File: config.mk
export PLATFORM = sky130hd
export DESIGN_NAME = jtidu_port
export DESIGN_NICKNAME = d
export VERILOG_FILES = /design/src/core/jtidu_pkg.sv /design/src/core/jtidu_tap_if.sv /design/src/core/jtidu_tap_fsm.sv /design/src/core/jtidu_port.sv
export SDC_FILE = /design/constraint.sdc
export NUM_CORES = 1
export LEC_CHECK = 0
export BUFFER_PORTS_ARGS = -buffer_cell sky130_fd_sc_hd__buf_2
export CAP_MARGIN = 20
export CELL_PAD_IN_SITES_DETAIL_PLACEMENT = 0
export CELL_PAD_IN_SITES_GLOBAL_PLACEMENT = 1
export CORE_UTILIZATION = 40
export CTS_CLUSTER_SIZE = 12
export DETAILED_ROUTE_END_ITERATION = 10
export PLACE_DENSITY_LB_ADDON = 0.05
export SLEW_MARGIN = 20
export SYNTH_ARGS = -nofsm -noshare
export SYNTH_HDL_FRONTEND = slang
export SYNTH_SLANG_ARGS = --single-unit
File: constraint.sdc
create_clock -name i_clock -period 1.86 [get_ports i_clock]
set_input_delay 0.558 -clock i_clock [delete_from_list [all_inputs] [get_ports i_clock]]
set_output_delay 0.558 -clock i_clock [all_outputs]
set_load 0.05 [all_outputs]
File: src/core/jtidu_pkg.sv
/*
 * Package for the test access port: instruction codes, TAP states,
 * register widths, identification field layouts and pin chain length.
 * Assumes nothing beyond a SystemVerilog compiler.
 */
package jtidu_pkg;

   // Register widths
   localparam int IR_W  = 4;
   localparam int DR_W  = 32;
   localparam int BSR_W = 8;

   // Instruction codes
   localparam logic [3:0] INS_EXTEST   = 4'h0;
   localparam logic [3:0] INS_IDCODE   = 4'h1;
   localparam logic [3:0] INS_SAMPLE   = 4'h2;
   localparam logic [3:0] INS_USERCODE = 4'h3;
   localparam logic [3:0] INS_CHIP     = 4'h4;
   localparam logic [3:0] INS_FUSE     = 4'h5;
   localparam logic [3:0] INS_BYPASS   = 4'hf;

   // Value captured into the instruction shifter, low bits 01
   localparam logic [3:0] IR_CAPTURE   = 4'h1;

   // Identification word fields, values arbitrary
   localparam logic [3:0]  ID_VERSION  = 4'h0;
   localparam logic [15:0] ID_PART     = 16'h1234;
   localparam logic [10:0] ID_MAKER    = 11'h155;
   localparam logic [7:0]  SILICON_REV = 8'h01;

   // Usercode layout
   localparam int UC_ID_LSB  = 22;
   localparam int UC_REV_W   = 8;

   // Security register bits
   localparam int SEC_PORT_OFF = 0;
   localparam int SEC_FUSE_OFF = 13;
   localparam int SEC_UID_LSB  = 22;

   // Test clock rises in the five TMS-high reset walk
   localparam int RESET_TMS_EDGES = 5;

   // TAP states, Gray steps along the main scan path
   typedef enum logic [3:0] {
      ST_RESET   = 4'h0,
      ST_IDLE    = 4'h1,
      ST_SEL_DR  = 4'h3,
      ST_CAP_DR  = 4'h2,
      ST_SHF_DR  = 4'h6,
      ST_EX1_DR  = 4'h7,
      ST_PAU_DR  = 4'h5,
      ST_EX2_DR  = 4'h4,
      ST_UPD_DR  = 4'hc,
      ST_SEL_IR  = 4'hd,
      ST_CAP_IR  = 4'hf,
      ST_SHF_IR  = 4'he,
      ST_EX1_IR  = 4'ha,
      ST_PAU_IR  = 4'hb,
      ST_EX2_IR  = 4'h9,
      ST_UPD_IR  = 4'h8
   } jtidu_state_e;

endpackage : jtidu_pkg

File: src/core/jtidu_tap_if.sv
/*
 * Carrier between the port core and its state machine.
 * Assumes both ends run on the same system clock.
 */
`timescale 1ns/100ps
interface jtidu_tap_if;
   logic                  step;    // One-cycle pulse on a test clock rise
   logic                  tms;     // Synchronised mode select
   logic                  off;     // Port disabled by security setting
   jtidu_pkg::jtidu_state_e state; // Current TAP state

   modport core (output step, output tms, output off, input state);
   modport fsm  (input step, input tms, input off, output state);
endinterface : jtidu_tap_if

File: src/core/jtidu_tap_fsm.sv
/*
 * Sixteen-state TAP controller, stepped once per test clock rise.
 * Assumes step and tms are already synchronised to i_clock.
 */
`timescale 1ns/100ps
module jtidu_tap_fsm
(
   input  wire logic   i_clock,
   input  wire logic   i_rst_n,
   jtidu_tap_if.fsm    tap
);
   jtidu_pkg::jtidu_state_e state_q;
   jtidu_pkg::jtidu_state_e state_d;
   logic [2:0]              ones_q;
   logic [2:0]              ones_d;

   // Next state; disabled port sits in reset
   always_comb
   begin
      state_d = state_q;
      ones_d  = ones_q;
      if (tap.off)
      begin
         state_d = jtidu_pkg::ST_RESET;
         ones_d  = 3'h0;
      end
      else if (tap.step)
      begin
         ones_d = tap.tms ? ((ones_q == 3'h7) ? ones_q : ones_q + 3'h1) : 3'h0;
         case (state_q)
            jtidu_pkg::ST_RESET:  state_d = tap.tms ? jtidu_pkg::ST_RESET  : jtidu_pkg::ST_IDLE;
            jtidu_pkg::ST_IDLE:   state_d = tap.tms ? jtidu_pkg::ST_SEL_DR : jtidu_pkg::ST_IDLE;
            jtidu_pkg::ST_SEL_DR: state_d = tap.tms ? jtidu_pkg::ST_SEL_IR : jtidu_pkg::ST_CAP_DR;
            jtidu_pkg::ST_CAP_DR: state_d = tap.tms ? jtidu_pkg::ST_EX1_DR : jtidu_pkg::ST_SHF_DR;
            jtidu_pkg::ST_SHF_DR: state_d = tap.tms ? jtidu_pkg::ST_EX1_DR : jtidu_pkg::ST_SHF_DR;
            jtidu_pkg::ST_EX1_DR: state_d = tap.tms ? jtidu_pkg::ST_UPD_DR : jtidu_pkg::ST_PAU_DR;
            jtidu_pkg::ST_PAU_DR: state_d = tap.tms ? jtidu_pkg::ST_EX2_DR : jtidu_pkg::ST_PAU_DR;
            jtidu_pkg::ST_EX2_DR: state_d = tap.tms ? jtidu_pkg::ST_UPD_DR : jtidu_pkg::ST_SHF_DR;
            jtidu_pkg::ST_UPD_DR: state_d = tap.tms ? jtidu_pkg::ST_SEL_DR : jtidu_pkg::ST_IDLE;
            jtidu_pkg::ST_SEL_IR: state_d = tap.tms ? jtidu_pkg::ST_RESET  : jtidu_pkg::ST_CAP_IR;
            jtidu_pkg::ST_CAP_IR: state_d = tap.tms ? jtidu_pkg::ST_EX1_IR : jtidu_pkg::ST_SHF_IR;
            jtidu_pkg::ST_SHF_IR: state_d = tap.tms ? jtidu_pkg::ST_EX1_IR : jtidu_pkg::ST_SHF_IR;
            jtidu_pkg::ST_EX1_IR: state_d = tap.tms ? jtidu_pkg::ST_UPD_IR : jtidu_pkg::ST_PAU_IR;
            jtidu_pkg::ST_PAU_IR: state_d = tap.tms ? jtidu_pkg::ST_EX2_IR : jtidu_pkg::ST_PAU_IR;
            jtidu_pkg::ST_EX2_IR: state_d = tap.tms ? jtidu_pkg::ST_UPD_IR : jtidu_pkg::ST_SHF_IR;
            jtidu_pkg::ST_UPD_IR: state_d = tap.tms ? jtidu_pkg::ST_SEL_DR : jtidu_pkg::ST_IDLE;
            default:              state_d = jtidu_pkg::ST_RESET;
         endcase
      end
   end

   // State register
   always_ff @(posedge i_clock)
   begin
      if (!i_rst_n)
      begin
         state_q <= jtidu_pkg::ST_RESET;
         ones_q  <= 3'h0;
      end
      else
      begin
         state_q <= state_d;
         ones_q  <= ones_d;
      end
   end

   assign tap.state = state_q;

   // Five rises with TMS high always land in reset, from any state
   property p_five_ones;
      @(posedge i_clock) disable iff (!i_rst_n)
      (tap.step && tap.tms && ones_q == 3'h4) |=> (state_q == jtidu_pkg::ST_RESET);
   endproperty
   a_five_ones: assert property (p_five_ones) else $error("no reset after five TMS high");

   // No movement between test clock rises
   property p_hold;
      @(posedge i_clock) disable iff (!i_rst_n)
      (!tap.step && !tap.off) |=> $stable(state_q);
   endproperty
   a_hold: assert property (p_hold) else $error("state moved without a clock rise");
endmodule : jtidu_tap_fsm

File: src/core/jtidu_port.sv
/*
 * Test access port core: oversampled test clock, instruction and data
 * shifters, identification and usercode words, pin scan chain, pass-through
 * to the chip-level TAP and to the fuse access path.
 * Assumes i_clock runs at least four times the test clock and that the
 * security word is static once loaded.
 */
`timescale 1ns/100ps
module jtidu_port
(
   input  wire logic                        i_clock,
   input  wire logic                        i_rst_n,
   input  wire logic                        i_tck,
   input  wire logic                        i_tms,
   input  wire logic                        i_tdi,
   output logic                             o_tdo,
   output logic                             o_tdo_oe,
   input  wire logic [31:0]                 i_sec_word,
   input  wire logic [jtidu_pkg::BSR_W-1:0] i_pin_in,
   output logic      [jtidu_pkg::BSR_W-1:0] o_pin_out,
   output logic                             o_pin_take,
   output logic                             o_chip_tck,
   output logic                             o_chip_tms,
   output logic                             o_chip_tdi,
   input  wire logic                        i_chip_tdo,
   output logic                             o_fuse_tck,
   output logic                             o_fuse_tms,
   output logic                             o_fuse_tdi,
   input  wire logic                        i_fuse_tdo
);
   jtidu_tap_if tap ();

   logic [2:0] tck_s_q;
   logic [1:0] tms_s_q, tdi_s_q, ctdo_s_q, ftdo_s_q;
   logic       rise, fall, off, fuse_off;
   logic [3:0] ir_q, ir_d, irs_q, irs_d;
   logic [31:0] dr_q, dr_d;
   logic [jtidu_pkg::BSR_W-1:0] bsr_q, bsr_d;
   logic       tdo_q, tdo_d, oe_q, oe_d;
   logic [2:0] chip_q, chip_d, fuse_q, fuse_d;
   logic [31:0] id_word, uc_word;

   // Shift one bit in at the top of an active span, LSB leaves first
   function automatic logic [31:0] shift_in(input logic [31:0] v, input logic b,
                                            input int len);
      logic [31:0] r;
      r = v >> 1;
      r[len-1] = b;
      return r;
   endfunction : shift_in

   // Two-flop synchronisers; first stage feeds only the second
   always_ff @(posedge i_clock)
   begin
      if (!i_rst_n)
      begin
         tck_s_q  <= 3'h0;
         tms_s_q  <= 2'h3;
         tdi_s_q  <= 2'h0;
         ctdo_s_q <= 2'h0;
         ftdo_s_q <= 2'h0;
      end
      else
      begin
         tck_s_q  <= {tck_s_q[1:0], i_tck};
         tms_s_q  <= {tms_s_q[0], i_tms};
         tdi_s_q  <= {tdi_s_q[0], i_tdi};
         ctdo_s_q <= {ctdo_s_q[0], i_chip_tdo};
         ftdo_s_q <= {ftdo_s_q[0], i_fuse_tdo};
      end
   end

   // Edges seen from stages two and three only
   assign rise     = tck_s_q[1] & ~tck_s_q[2];
   assign fall     = ~tck_s_q[1] & tck_s_q[2];
   assign off      = i_sec_word[jtidu_pkg::SEC_PORT_OFF];
   assign fuse_off = i_sec_word[jtidu_pkg::SEC_FUSE_OFF];

   assign tap.step = rise;
   assign tap.tms  = tms_s_q[1];
   assign tap.off  = off;

   jtidu_tap_fsm jtidu_tap_fsm_inst
   (
      .i_clock (i_clock),
      .i_rst_n (i_rst_n),
      .tap     (tap)
   );

   // Fixed words; fixed 1 in bit 0, then maker code, then part, then version
   assign id_word = {jtidu_pkg::ID_VERSION, jtidu_pkg::ID_PART,
                     jtidu_pkg::ID_MAKER, 1'b1};
   // Fuse bits pass straight through, so a blank fuse reads zero
   assign uc_word = {i_sec_word[31:jtidu_pkg::SEC_UID_LSB],
                     {(jtidu_pkg::UC_ID_LSB-jtidu_pkg::UC_REV_W){1'b0}},
                     jtidu_pkg::SILICON_REV};

   // Instruction and data path next values
   always_comb
   begin
      ir_d   = ir_q;
      irs_d  = irs_q;
      dr_d   = dr_q;
      bsr_d  = bsr_q;
      tdo_d  = tdo_q;
      oe_d   = oe_q;
      chip_d = {chip_q[2], tms_s_q[1], tdi_s_q[1]};
      fuse_d = {fuse_q[2], tms_s_q[1], tdi_s_q[1]};
      chip_d[2] = (ir_q == jtidu_pkg::INS_CHIP) ? tck_s_q[1] : 1'b0;
      fuse_d[2] = (ir_q == jtidu_pkg::INS_FUSE) ? tck_s_q[1] : 1'b0;
      if (tap.state == jtidu_pkg::ST_RESET)
      begin
         ir_d = jtidu_pkg::INS_IDCODE;
         oe_d = 1'b0;
      end
      if (rise)
      begin
         case (tap.state)
            jtidu_pkg::ST_CAP_IR: irs_d = jtidu_pkg::IR_CAPTURE;
            jtidu_pkg::ST_SHF_IR: irs_d = {tdi_s_q[1], irs_q[3:1]};
            jtidu_pkg::ST_UPD_IR:
               ir_d = (irs_q == jtidu_pkg::INS_FUSE && fuse_off) ?
                      jtidu_pkg::INS_BYPASS : irs_q;
            jtidu_pkg::ST_CAP_DR:
               if (ir_q == jtidu_pkg::INS_IDCODE)
                  dr_d = id_word;
               else if (ir_q == jtidu_pkg::INS_USERCODE)
                  dr_d = uc_word;
               else if (ir_q == jtidu_pkg::INS_SAMPLE || ir_q == jtidu_pkg::INS_EXTEST)
                  dr_d = {{(32-jtidu_pkg::BSR_W){1'b0}}, i_pin_in};
               else
                  dr_d = 32'h0;
            jtidu_pkg::ST_SHF_DR:
               if (ir_q == jtidu_pkg::INS_IDCODE || ir_q == jtidu_pkg::INS_USERCODE)
                  dr_d = shift_in(dr_q, tdi_s_q[1], jtidu_pkg::DR_W);
               else if (ir_q == jtidu_pkg::INS_SAMPLE || ir_q == jtidu_pkg::INS_EXTEST)
                  dr_d = shift_in(dr_q, tdi_s_q[1], jtidu_pkg::BSR_W);
               else
                  dr_d = shift_in(dr_q, tdi_s_q[1], 1);
            jtidu_pkg::ST_UPD_DR:
               if (ir_q == jtidu_pkg::INS_SAMPLE || ir_q == jtidu_pkg::INS_EXTEST)
                  bsr_d = dr_q[jtidu_pkg::BSR_W-1:0];
            default: ;
         endcase
      end
      // TDO changes on the falling test clock, as the far end samples on rise
      if (fall)
      begin
         oe_d = (tap.state == jtidu_pkg::ST_SHF_IR) || (tap.state == jtidu_pkg::ST_SHF_DR);
         if (tap.state == jtidu_pkg::ST_SHF_IR)
            tdo_d = irs_q[0];
         else if (ir_q == jtidu_pkg::INS_CHIP)
            tdo_d = ctdo_s_q[1];
         else if (ir_q == jtidu_pkg::INS_FUSE)
            tdo_d = ftdo_s_q[1];
         else
            tdo_d = dr_q[0];
      end
      if (off)
      begin
         oe_d   = 1'b0;
         chip_d = 3'h0;
         fuse_d = 3'h0;
      end
   end

   // Path registers
   always_ff @(posedge i_clock)
   begin
      if (!i_rst_n)
      begin
         ir_q   <= jtidu_pkg::INS_IDCODE;
         irs_q  <= 4'h0;
         dr_q   <= 32'h0;
         bsr_q  <= '0;
         tdo_q  <= 1'b0;
         oe_q   <= 1'b0;
         chip_q <= 3'h0;
         fuse_q <= 3'h0;
      end
      else
      begin
         ir_q   <= ir_d;
         irs_q  <= irs_d;
         dr_q   <= dr_d;
         bsr_q  <= bsr_d;
         tdo_q  <= tdo_d;
         oe_q   <= oe_d;
         chip_q <= chip_d;
         fuse_q <= fuse_d;
      end
   end

   assign o_tdo      = tdo_q;
   assign o_tdo_oe   = oe_q;
   assign o_pin_out  = bsr_q;
   assign o_pin_take = (ir_q == jtidu_pkg::INS_EXTEST) && !off;  // Pins follow chain
   assign o_chip_tck = chip_q[2];
   assign o_chip_tms = chip_q[1];
   assign o_chip_tdi = chip_q[0];
   assign o_fuse_tck = fuse_q[2];
   assign o_fuse_tms = fuse_q[1];
   assign o_fuse_tdi = fuse_q[0];

   // Disabled port never drives TDO nor the inner ports
   property p_off_quiet;
      @(posedge i_clock) disable iff (!i_rst_n)
      off |=> (!o_tdo_oe && !o_chip_tck && !o_fuse_tck);
   endproperty
   a_off_quiet: assert property (p_off_quiet) else $error("port active while disabled");

   // Blocked fuse instruction never becomes current
   property p_fuse_block;
      @(posedge i_clock) disable iff (!i_rst_n)
      fuse_off |-> ##1 (ir_q != jtidu_pkg::INS_FUSE || $past(ir_q) == jtidu_pkg::INS_FUSE);
   endproperty
   a_fuse_block: assert property (p_fuse_block) else $error("fuse access while blocked");

   // Reset state selects identification
   property p_reset_id;
      @(posedge i_clock) disable iff (!i_rst_n)
      (tap.state == jtidu_pkg::ST_RESET) |=> (ir_q == jtidu_pkg::INS_IDCODE);
   endproperty
   a_reset_id: assert property (p_reset_id) else $error("reset did not select IDCODE");

   // Capture loads the identification word
   property p_cap_id;
      @(posedge i_clock) disable iff (!i_rst_n)
      (rise && tap.state == jtidu_pkg::ST_CAP_DR && ir_q == jtidu_pkg::INS_IDCODE)
         |=> (dr_q == id_word && dr_q[0] == 1'b1);
   endproperty
   a_cap_id: assert property (p_cap_id) else $error("IDCODE not captured");

   // Capture loads usercode with fuse bits on top and zero middle
   property p_cap_uc;
      @(posedge i_clock) disable iff (!i_rst_n)
      (rise && tap.state == jtidu_pkg::ST_CAP_DR && ir_q == jtidu_pkg::INS_USERCODE)
         |=> (dr_q[31:22] == i_sec_word[31:22] && dr_q[21:8] == 14'h0000);
   endproperty
   a_cap_uc: assert property (p_cap_uc) else $error("usercode capture wrong");

   // Usercode revision field in the low byte
   property p_uc_rev;
      @(posedge i_clock) disable iff (!i_rst_n)
      (rise && tap.state == jtidu_pkg::ST_CAP_DR && ir_q == jtidu_pkg::INS_USERCODE)
         |=> (dr_q[7:0] == jtidu_pkg::SILICON_REV);
   endproperty
   a_uc_rev: assert property (p_uc_rev) else $error("revision field wrong");

   // Data shifts one place right per rise, LSB out first
   property p_lsb_first;
      @(posedge i_clock) disable iff (!i_rst_n)
      (rise && tap.state == jtidu_pkg::ST_SHF_DR && ir_q == jtidu_pkg::INS_IDCODE)
         |=> (dr_q[30:0] == $past(dr_q[31:1]));
   endproperty
   a_lsb_first: assert property (p_lsb_first) else $error("data not shifted LSB first");

   // Instruction shifter takes TDI at bit 3
   property p_ir_shift;
      @(posedge i_clock) disable iff (!i_rst_n)
      (rise && tap.state == jtidu_pkg::ST_SHF_IR) |=> (irs_q[3] == $past(tdi_s_q[1]));
   endproperty
   a_ir_shift: assert property (p_ir_shift) else $error("IR shift wrong");

   // Chip clock follows the test clock three cycles later when routed
   property p_chip_route;
      @(posedge i_clock) disable iff (!i_rst_n)
      (ir_q == jtidu_pkg::INS_CHIP && !off) |=> (o_chip_tck == $past(tck_s_q[1]));
   endproperty
   a_chip_route: assert property (p_chip_route) else $error("chip TAP not routed");
endmodule : jtidu_port

Word-level counts from Yosys, hierarchy flattened
Cells that the tools add are included.
{ "classes": {"n_addsub": 0, "n_mul": 0, "div": 0, "magnitude_cmp": 0, "n_eq_ne": 21, "n_shift": 0, "n_mux": 29, "n_bitwise": 7, "reduce_logical": 20} }
{ "ops": {"columns": ["operator", "n"], "rows": [
  ["$mux 32", 3],
  ["$pmux 32 s2", 1],
  ["$pmux 4 s12", 1],
  ["$eq 4x4->1 const B", 8],
  ["$mux 4", 8],
  ["$eq 4x3->1 const B", 7],
  ["$eq 4x2->1 const B", 4],
  ["$mux 8", 2],
  ["$reduce_or 3->1", 3],
  ["$eq 4x1->1 const B", 2],
  ["$logic_not 4->1", 2],
  ["$mux 1", 8],
  ["$pmux 4 s2", 1],
  ["$mux 2", 3],
  ["$mux 3", 2],
  ["$reduce_bool 2->1", 3],
  ["$reduce_or 2->1", 3],
  ["$not 1->1", 5],
  ["$reduce_and 2->1", 2],
  ["$logic_or 1x1->1", 3],
  ["$reduce_and 3->1", 1],
  ["$and 1x1->1", 2],
  ["$logic_and 1x1->1", 2],
  ["$logic_not 1->1", 1]
]} }
{ "word_totals": {"regBits": 69, "latchBits": 0, "mem_bits_rw": 0, "romBits": 0, "word_cells": 92, "n_memories": 0} }

Longest topological paths before layout
Gate-level depths: netlist (run 1).
{ "depth": {"word_depth": 6, "ltp_mapped": 6, "mapped_depth_nobuf": 4} }

By module
From an unflattened synthesis (run 1), not the netlist that was laid out.
{ "unflattened": {"hier_cells": 354, "area_unflattened_um2": 3070.4} }
{ "modules_own_cells": {"columns": ["mod", "n_inst", "cells_each", "area_per_inst_um2", "seq_area_each_um2"], "rows": [
  ["jtidu_port", 1, 308, 2705.1, 1301.2],
  ["jtidu_tap_fsm", 1, 46, 365.4, 80.1]
]} }

Least setup slack after synthesis (run 1)
No wires, ideal clock.
{ "synth_path": {"path_type": "reg-to-output", "start": "reg ir_q[2]", "end": "out o_pin_take", "arrival_time_ns": 1.802, "required_ns": 1.302, "setup_slack_ns": -0.500, "path_stages_with_launch": 3, "cell_sequence": "dfxtp_1 -> or3_1 -> nor3_1"} }
{ "synth_via": {"elab_chain_cells": 2} }
{ "synth_rtl": {"columns": ["element", "line", "text"], "rows": [
  ["start, declared", "jtidu_port.sv:36", "logic [3:0] ir_q, ir_d, irs_q, irs_d;"],
  ["start signal, assigned", "jtidu_port.sv:172", "ir_q <= jtidu_pkg::INS_IDCODE;"],
  ["start signal, assigned", "jtidu_port.sv:183", "ir_q <= ir_d;"],
  ["$logic_not 4->1", "jtidu_port.sv:197", "assign o_pin_take = (ir_q == jtidu_pkg::INS_EXTEST) && !off;"],
  ["$logic_and 1x1->1", "jtidu_port.sv:197", null],
  ["end, declared", "jtidu_port.sv:21", "output logic o_pin_take,"]
]} }
Every way passes these cells.

Worst setup path in the final report (run 1)
Ends and elaborated chain as after synthesis.

==> run summary, run 1 <==
outcome: complete, but fails checks
failing checks: setup timing
Final Wtd Congestion: 0.804
n_diodes: 0
core area: 0.00721 sq mm
commonest non-fill, non-tap cell in the layout: dfxtp_1
Detail Placement HPWL: 4.71 mm
Syn Std Cell Area: 0.00296 sq mm
initial antenna violation count: 0
via count: 2502
worst-path fanout max: 3
Setup Buffers After CTS: 0
Setup violations, final: 1
syn nets: 378
first-pass GRT wire length: 11.6 mm
post-CTS sizing: 4
Sink Count: 69
DRT Wirelength: 6.99 mm
clock share of power: 0.479
setup_tns: -0.0961 ns
dpl ws: 0.136 ns
Switching Power: 0.647 mW
hold path cells: 2
number of synthesized register bits: 69
sequential-to-total area share from yosys stat: 0.466
kind of critical path: reg2out
chip height: 88.1 microns
CTS Root Cell: clkbuf_8
share of cells above drive strength 1: 0.235
Final Slew Violations: 0
CTS clock-pin slew for the worst setup and hold paths: 0.07 ns
Fmax: 511 MHz
crit start category: register
gr usage total: 0.198
Avg WL per Cell: 14.5 microns
WHS: 0.392 ns
CTS tree: built
vias in the first global route: 2274
routed vias/inst: 5.19
Area Overhead vs Synth: 22.1%
Post-synth EDFFs: 0
post-route cell area: 0.00362 sq mm
RSZ-0062 raised after global routing: true
unique cell type count in the Yosys netlist: 47
P_int: 2.43 mW
CTS Buf Count: 9
worst r2r path cells: 5
RR Endpoint: dr_q[13]
Peak VDD IR: 0.388 mV
Die X-Extent: 88.1 microns
Pleak: 1.51 nW
placement row count: 31
HP Class: in2reg
Synth warnings: 0
ys async rst share: 0
grt total ovfl: 0
largest net degree at the start of global routing: 34
Area after DPL: 0.00337 sq mm
die area: 0.00776 sq mm
syn avg cell area: 8.95 sq um
layout net count: 425
endpoint class of the critical path: output pin
final hold viol count: 0
CTS Hold Bufs: 0
critical hold path startpoint: i_tms
Gate power share: 0.034
hold path endpoint: tms_s_q[0]
sequential fraction of design power: 0.487
Max Buffers Root-to-Sink: 2
switching share of total power: 0.211
reg2reg setup slack: 0.26 ns
final worst slack: -0.0961 ns
Tmin final: 1.96 ns
ys flop type: dfxtp_1
drt drc: 0
worst path arrival time: 1.40 ns
clk_lat worst skew: 0.35 ns
skew final: 0.00946 ns
starting density of the core: 0.411
H-tree depth: 3
Max-Cap Viols: 0
Critical R2R Launch: jtidu_tap_fsm_inst.tap.state[1]
PwrDens: 850 mW/mm^2
most frequent cells in the layout: dfxtp_1, buf_2, nor2_1, o21ai_0, nor2b_1
final cycle utilization of the critical path: 1.05
IO Pins: 64
Synth Instances: 331
detailed router's first-iteration violation count: 123
Req. time, crit path: 1.30 ns
Worst slew margin: 0.628
Pre-antenna DRT Iters: 4
DRT antenna net count: 0
Port Buffer Count: 43
Least-Margin Pin Slew: 0.556 ns
==> flip-flops by register name (all words and copies together) (netlist names), 2 cells and up <==
register / cells
dr_q: 32
o_pin_out: 8
ir_q: 4
irs_q: 4
jtidu_tap_fsm_inst.tap.state: 4
chip_q: 3
tck_s_q: 3
ctdo_s_q: 2
ftdo_s_q: 2
tdi_s_q: 2
tms_s_q: 2
==> synthesized netlist by cell type (3+ instances only) <==
| cell | n | area share |
|---|---|---|
| nand3_1 | 14 | 0.024 |
| nand2b_1 | 8 | 0.017 |
| clkbuf_1 | 19 | 0.024 |
| nor3b_1 | 3 | 0.0076 |
| o21ai_0 | 29 | 0.049 |
| a211oi_1 | 3 | 0.0076 |
| a21oi_1 | 11 | 0.019 |
| a22oi_1 | 4 | 0.010 |
| dfxtp_1 | 69 | 0.47 |
| nor2b_1 | 22 | 0.046 |
| a221oi_1 | 14 | 0.041 |
| a31oi_1 | 4 | 0.0084 |
| nor3_1 | 5 | 0.0084 |
| and3_1 | 3 | 0.0063 |
| buf_2 | 7 | 0.012 |
| a21boi_0 | 9 | 0.023 |
| and2_1 | 14 | 0.030 |
| mux2i_1 | 11 | 0.037 |
| nand2_1 | 20 | 0.025 |
| nor2_1 | 29 | 0.037 |
==> worst max path at each step <==
| stage | from | end | slack [ns] | depth (start not counted) |
|---|---|---|---|---|
| global route | ir_q[2] | o_pin_take | -0.16 | 3 |
| global placement | ir_q[2] | o_pin_take | 0.14 | 3 |
| floorplan | ir_q[2] | o_pin_take | 0.11 | 2 |
| finish | ir_q[2] | o_pin_take | -0.1 | 3 |
| CTS | ir_q[2] | o_pin_take | -0.12 | 3 |
| detailed placement | ir_q[2] | o_pin_take | 0.14 | 3 |
==> layer usage <==
layer / GRT usage / wire (microns) / vias up
met5: 0 / 0 / -
met4: 0.0660 / 86 / 0
met3: 0.0603 / 333 / 8
met2: 0.282 / 3080 / 58
met1: 0.285 / 3500 / 1170
li1: - / - / 1266
==> area by class of cell <==
type	instances	area [sq um]
Multi-Input combinational cell	231	1470
Fill cell	750	3600
Inverter	2	7.51
Clock inverter	6	111
Tap cell	99	124
Sequential cell	69	1380
Timing Repair Buffer	65	399
Clock buffer	10	128
==> power by group through the flow <==
stage	registers [mW]	clock network [mW]	logic (mW)
2_1_floorplan	1.54	0	0.0531
4_1_cts	1.50	1.51	0.105
3_5_place_dp	1.53	0	0.104
5_1_grt	1.50	1.57	0.114
6_report	1.50	1.47	0.104
3_3_place_gp	1.53	0	0.104
==> stage by stage <==
stage           util  power [mW]  std cells
6_report       0.501        3.07        482
3_5_place_dp   0.467        1.64        466
5_1_grt        0.501        3.19        482
4_1_cts        0.501        3.11        482
3_3_place_gp   0.467        1.64        466
2_1_floorplan      -        1.59        331
==> cells by family (layout without fill, tap and decap cells) <==
family / after synthesis / in the layout / synth area share
AOI/OAI and AO/OA: 87 / 87 / 0.203
buffers and inverters: 31 / 83 / 0.0448
DFF: 69 / 69 / 0.466
muxes: 12 / 12 / 0.0410
and+or+nand+nor: 132 / 132 / 0.245
==> critical path: stages, from the launching register on <==
cell and delay [ns]:
dfxtp_2 0.33, or3_4 0.41, nor3_4 0.14, buf_6 0.18
No activity file was read; power rests on OpenSTA's default activity.
==> run 2, diff against run 1 <==
GPL_TIMING_DRIVEN = 0   (was default)
SETUP_SLACK_MARGIN = 0.02   (was default)
==> run 2 against run 1 <==
Compared with the run above: the flow still finishes with violations (setup timing); global-route usage increased by 1.0 points; first-iteration DRC count increased by 22%; sequential share of layout area increased by 0.32 points; hold slack got worse by 0.0063 ns; register-to-register slack got worse by 0.13 ns; die area unchanged; critical endpoint unchanged; largest cell class unchanged; highest routed layer unchanged.
==> run summary, run 2 (synthesis gave the netlist of run 1 again) <==
outcome: complete, but fails checks
failing checks: setup timing
initial antenna violation count: 0
worst-path fanout max: 6
Area Overhead vs Synth: 21.3%
largest net degree at the start of global routing: 12
H-tree depth: 3
register with the most flip-flops: dr_q
Cells after DPL: 473
FF+latch area: 0.00139 sq mm
Worst slew margin: 0.635
Max-Cap Viols: 0
GR peak layer: met2
gr usage total: 0.208
layout net count: 434
met1 Resource Use GR: 0.286
worst path arrival time: 1.48 ns
CTS Root Cell: clkbuf_8
# fillers: 731
Tmin final: 2.04 ns
detailed router's first-iteration violation count: 150
WHS: 0.385 ns
critical path buffer and inverter count: 1
kind of critical path: reg2out
final cycle utilization of the critical path: 1.09
Peak VDD IR: 0.421 mV
skew final: 0.00864 ns
dpl ws: -0.0186 ns
IO Pins: 64
Setup crit end: o_pin_take
Pre-antenna DRT Iters: 4
slowest CP cell: or3_4
commonest non-fill, non-tap cell in the layout: dfxtp_1
Least-Margin Pin Slew: 0.547 ns
number of flip-flops in the largest register: 32
endpoint class of the critical path: output pin
DRT Wirelength: 7.52 mm
cell family with most CP delay: simple AND/OR/NAND/NOR gates
grt total ovfl: 0
final worst slack: -0.176 ns
met2 usage: 0.316
starting density of the core: 0.411
Final Wtd Congestion: 0.845
chip height: 88.1 microns
Non-Filler Instances: 491
CTS Hold Bufs: 0
critical hold path startpoint: i_tms
Crit path depth: 3
most frequent cells in the layout: dfxtp_1, buf_2, nor2_1, o21ai_0, nor2b_1
drt drc: 0
Power, Total: 2.99 mW
grt met3 use: 0.0358
CP Cell Sequence: or3_4, nor3_4, buf_6
CTS clock-pin slew for the worst setup and hold paths: 0.07 ns
CTS tree: built
Critical R2R Launch: ir_q[0]
Pleak: 1.50 nW
placement row count: 31
Avg WL per Cell: 15.3 microns
CTS Buf Count: 9
share of cells above drive strength 1: 0.219
die area: 0.00776 sq mm
Detail Placement HPWL: 5.21 mm
RSZ-0062 raised after global routing: true
core area: 0.00721 sq mm
multi-input logic area: 0.00148 sq mm
DRT antenna net count: 0
slowest cell delay on critical path: 0.42 ns
Req. time, crit path: 1.30 ns
reg2reg setup slack: 0.13 ns
PwrDens: 833 mW/mm^2
RR Endpoint: dr_q[7]
clk_lat worst skew: 0.35 ns
worst r2r path cells: 4
Port Buffer Count: 43
Setup violations, final: 1
via count: 2558
routed vias/inst: 5.21
Sink Count: 69
Final Slew Violations: 0
first-pass GRT wire length: 12.0 mm
Max Buffers Root-to-Sink: 2
HP Class: in2reg
vias in the first global route: 2457
Critical Path Start: ir_q[0]
Die X-Extent: 88.1 microns
n_diodes: 0
final hold viol count: 0
crit start category: register
Fmax: 491 MHz
==> run 2: cell count changes in the layout (fill, tap and decap cells not counted), moves of 2 or more <==
cell      previous run  this run
buf_4               21         4
clkbuf_1             1        13
buf_2               42        49
clkbuf_2             0         7
clkbuf_8             9        11
==> run 2: cell type report <==
class                   count  area share
multi-input cells         231       0.411
flip-flops and latches     69       0.385
repair buffers             45      0.0658
clock buffers              12      0.0432
plain buffers              29      0.0383
well taps                  99      0.0345
clock inverters             4      0.0195
inverters                   2     0.00209
==> run 2: power breakdown <==
part | internal, mW | total, mW | leakage [nW] | switching, mW
Sequential | 1.49 | 1.49 | 0.558 | 0.00622
Clock | 0.824 | 1.38 | 0.116 | 0.558
Combinational | 0.0489 | 0.115 | 0.827 | 0.0663
==> run 2: worst register-to-register path, stage by stage (launching register included) <==
cell	delay, ns
dfxtp_4	0.40
or3b_1	0.35
buf_2	0.17
o311ai_4	0.48
o221a_1	0.28
==> run 2: worst min-delay path by stage <==
stage,endpoint,slack [ns],cells after the start
after floorplan,tms_s_q[1],0.39,1
after global placement,tms_s_q[1],0.40,1
after detailed placement,tms_s_q[1],0.41,1
after CTS,tms_s_q[0],0.37,2
after global routing,tms_s_q[0],0.40,2
final,tms_s_q[0],0.39,2
==> run 2: what timing repair did <==
action / 4_1_cts / 5_1_grt
resized for setup: 8 / 14
setup endpoints to repair: 5 / 33
setup buffers: 1 / 1
pin swaps: 1 / 2
==> run 2: metrics by stage <==
| stage | setup TNS, ns | util | instance area, sq um |
|---|---|---|---|
| 4_1_cts | -0.175 | 0.495 | 3570 |
| 3_3_place_gp | -0.0386 | 0.459 | 3310 |
| 3_5_place_dp | -0.0186 | 0.459 | 3310 |
| 2_1_floorplan | 0 | - | 2970 |
| 5_1_grt | -0.206 | 0.498 | 3590 |
| 6_report | -0.176 | 0.498 | 3590 |
==> run 2: per-layer routing <==
| metal | up-vias | part of all wire |
|---|---|---|
| li1 | 1286 | - |
| met1 | 1203 | 0.51 |
| met2 | 63 | 0.44 |
| met3 | 6 | 0.044 |
| met4 | 0 | 0.0097 |
| met5 | - | 0 |
==> run 3, diff against run 2 <==
PLACE_DENSITY_LB_ADDON = 0.12   (was 0.05)
==> run 3 against run 2 <==
Compared with the run above: the run still ends with setup timing left; core utilization up 0.14 points; die area unchanged; fmax grew 3.9%; clock-buffer cell count down 1; flip-flop and latch count is the same; total power is 5.3% lower; sequential share of layout area barely moved; final area increased by 0.28%; combinational power hardly changed; clock skew is 0.00052 ns lower.
==> run summary, run 3 (synthesis gave the netlist of run 1 again) <==
WL met3: 284 microns
number of flip-flops in the largest register: 32
RSZ-0062 raised after global routing: true
final cycle utilization of the critical path: 1.05
die area: 0.00776 sq mm
via count: 2602
H-tree depth: 3
top routing layer used: met4
gr usage total: 0.202
crit start category: register
drt drc: 0
DR WL met2: 3.27 mm
vias in the first global route: 2297
Avg WL per Cell: 15.0 microns
failing checks: setup timing
Peak VDD IR: 0.521 mV
outcome: complete, but fails checks
chip height: 88.1 microns
Max Buffers Root-to-Sink: 2
grt total ovfl: 0
clk_lat worst skew: 0.34 ns
Sink Count: 69
Area after DPL: 0.00331 sq mm
starting density of the core: 0.411
final worst slack: -0.0992 ns
CTS clock-pin slew for the worst setup and hold paths: 0.07 ns
CTS Hold Bufs: 0
n_diodes: 0
initial antenna violation count: 0
Tmin final: 1.96 ns
Critical Path Start: ir_q[0]
CTS tree: built
commonest non-fill, non-tap cell in the layout: dfxtp_1
endpoint class of the critical path: output pin
layout net count: 438
Port Buffer Count: 43
HP Class: in2reg
Power, Total: 2.83 mW
CTS Root Cell: clkbuf_8
Area Overhead vs Synth: 21.6%
Fmax: 510 MHz
Final Slew Violations: 0
Worst slew margin: 0.615
worst-path fanout max: 2
Least-Margin Pin Slew: 0.573 ns
IO Pins: 64
worst path arrival time: 1.40 ns
CTS Buf Count: 9
placement row count: 31
critical hold path startpoint: i_tms
Pleak: 1.51 nW
DRT antenna net count: 0
DRT Wirelength: 7.40 mm
Detail Placement HPWL: 5.18 mm
largest net degree at the start of global routing: 12
Max-Cap Viols: 0
detailed router's first-iteration violation count: 210
kind of critical path: reg2out
Setup violations, final: 1
Final Wtd Congestion: 0.867
routed vias/inst: 5.27
Pre-antenna DRT Iters: 4
Req. time, crit path: 1.30 ns
post-route cell area: 0.00360 sq mm
setup_tns: -0.0992 ns
Die X-Extent: 88.1 microns
skew final: 0.00812 ns
Routed met1 length: 3.75 mm
first-pass GRT wire length: 11.8 mm
PwrDens: 786 mW/mm^2
core area: 0.00721 sq mm
register with the most flip-flops: dr_q
share of cells above drive strength 1: 0.235
most frequent cells in the layout: dfxtp_1, buf_2, nor2_1, o21ai_0, nor2b_1
Critical R2R Launch: ir_q[0]
final hold viol count: 0
[run 3: changes by cell type in the layout (fill, tap and decap cells not counted)]
cell,change
bufinv_16,-1
buf_4,+5
clkbuf_1,-2
clkinvlp_4,+1
dfxtp_1,-2
dfxtp_2,+2
clkbuf_2,+2
buf_2,-2
[run 3: worst paths after layout]
check / endpoint / slack (ns) / depth (start not counted)
worst max-delay path: o_pin_take / -0.1 / 3
worst min-delay path: tms_s_q[0] / 0.41 / 2
worst max register to register: dr_q[3] / 0.08 / 7
worst min register to register: tms_s_q[1] / 0.42 / 1
[run 3: where the power goes]
| part | switching [mW] | internal [mW] | total, mW |
|---|---|---|---|
| clock | 0.545 | 0.681 | 1.23 |
| sequential | 0.00658 | 1.49 | 1.49 |
| combinational | 0.0637 | 0.0489 | 0.113 |
| total | 0.616 | 2.22 | 2.83 |
[run 3: routing by layer]
| layer | track usage | vias up |
|---|---|---|
| met2 | 0.309 | 47 |
| met1 | 0.289 | 1245 |
| met3 | 0.0339 | 8 |
| met5 | 0 | - |
| met4 | 0.0660 | 0 |
| li1 | - | 1302 |
[run 3: cell type report]
type,count,area [sq um]
multi-input combinational,231,1480
timing repair buffer,49,267
inverter,2,7.51
sequential,69,1390
tap,99,124
fill,720,3610
buffer,29,141
clock inverter,4,47.5
clock buffer,11,151
[run 3: per-stage QoR]
stage               hold WS (ns)  std cells  setup WS (ns)   util
floorplan                  0.386        331          0.106      -
global placement           0.391        473        -0.0122  0.459
detailed placement         0.405        473        -0.0135  0.459
CTS                        0.397        490         -0.102  0.492
global route               0.420        494         -0.125  0.499
finish                     0.409        494        -0.0992  0.499
[run 3: what timing repair did]
item                                    in CTS  in global routing
setup buffers                                2                  4
endpoints found under the setup margin       8                 36
pin swaps                                    1                  3
gates resized for setup                      8                 20
[run 3: worst max-delay path, stage by stage (launching register included)]
cell and delay (ns):
dfxtp_4 0.35, or3_4 0.42, nor3_4 0.13, buf_6 0.18
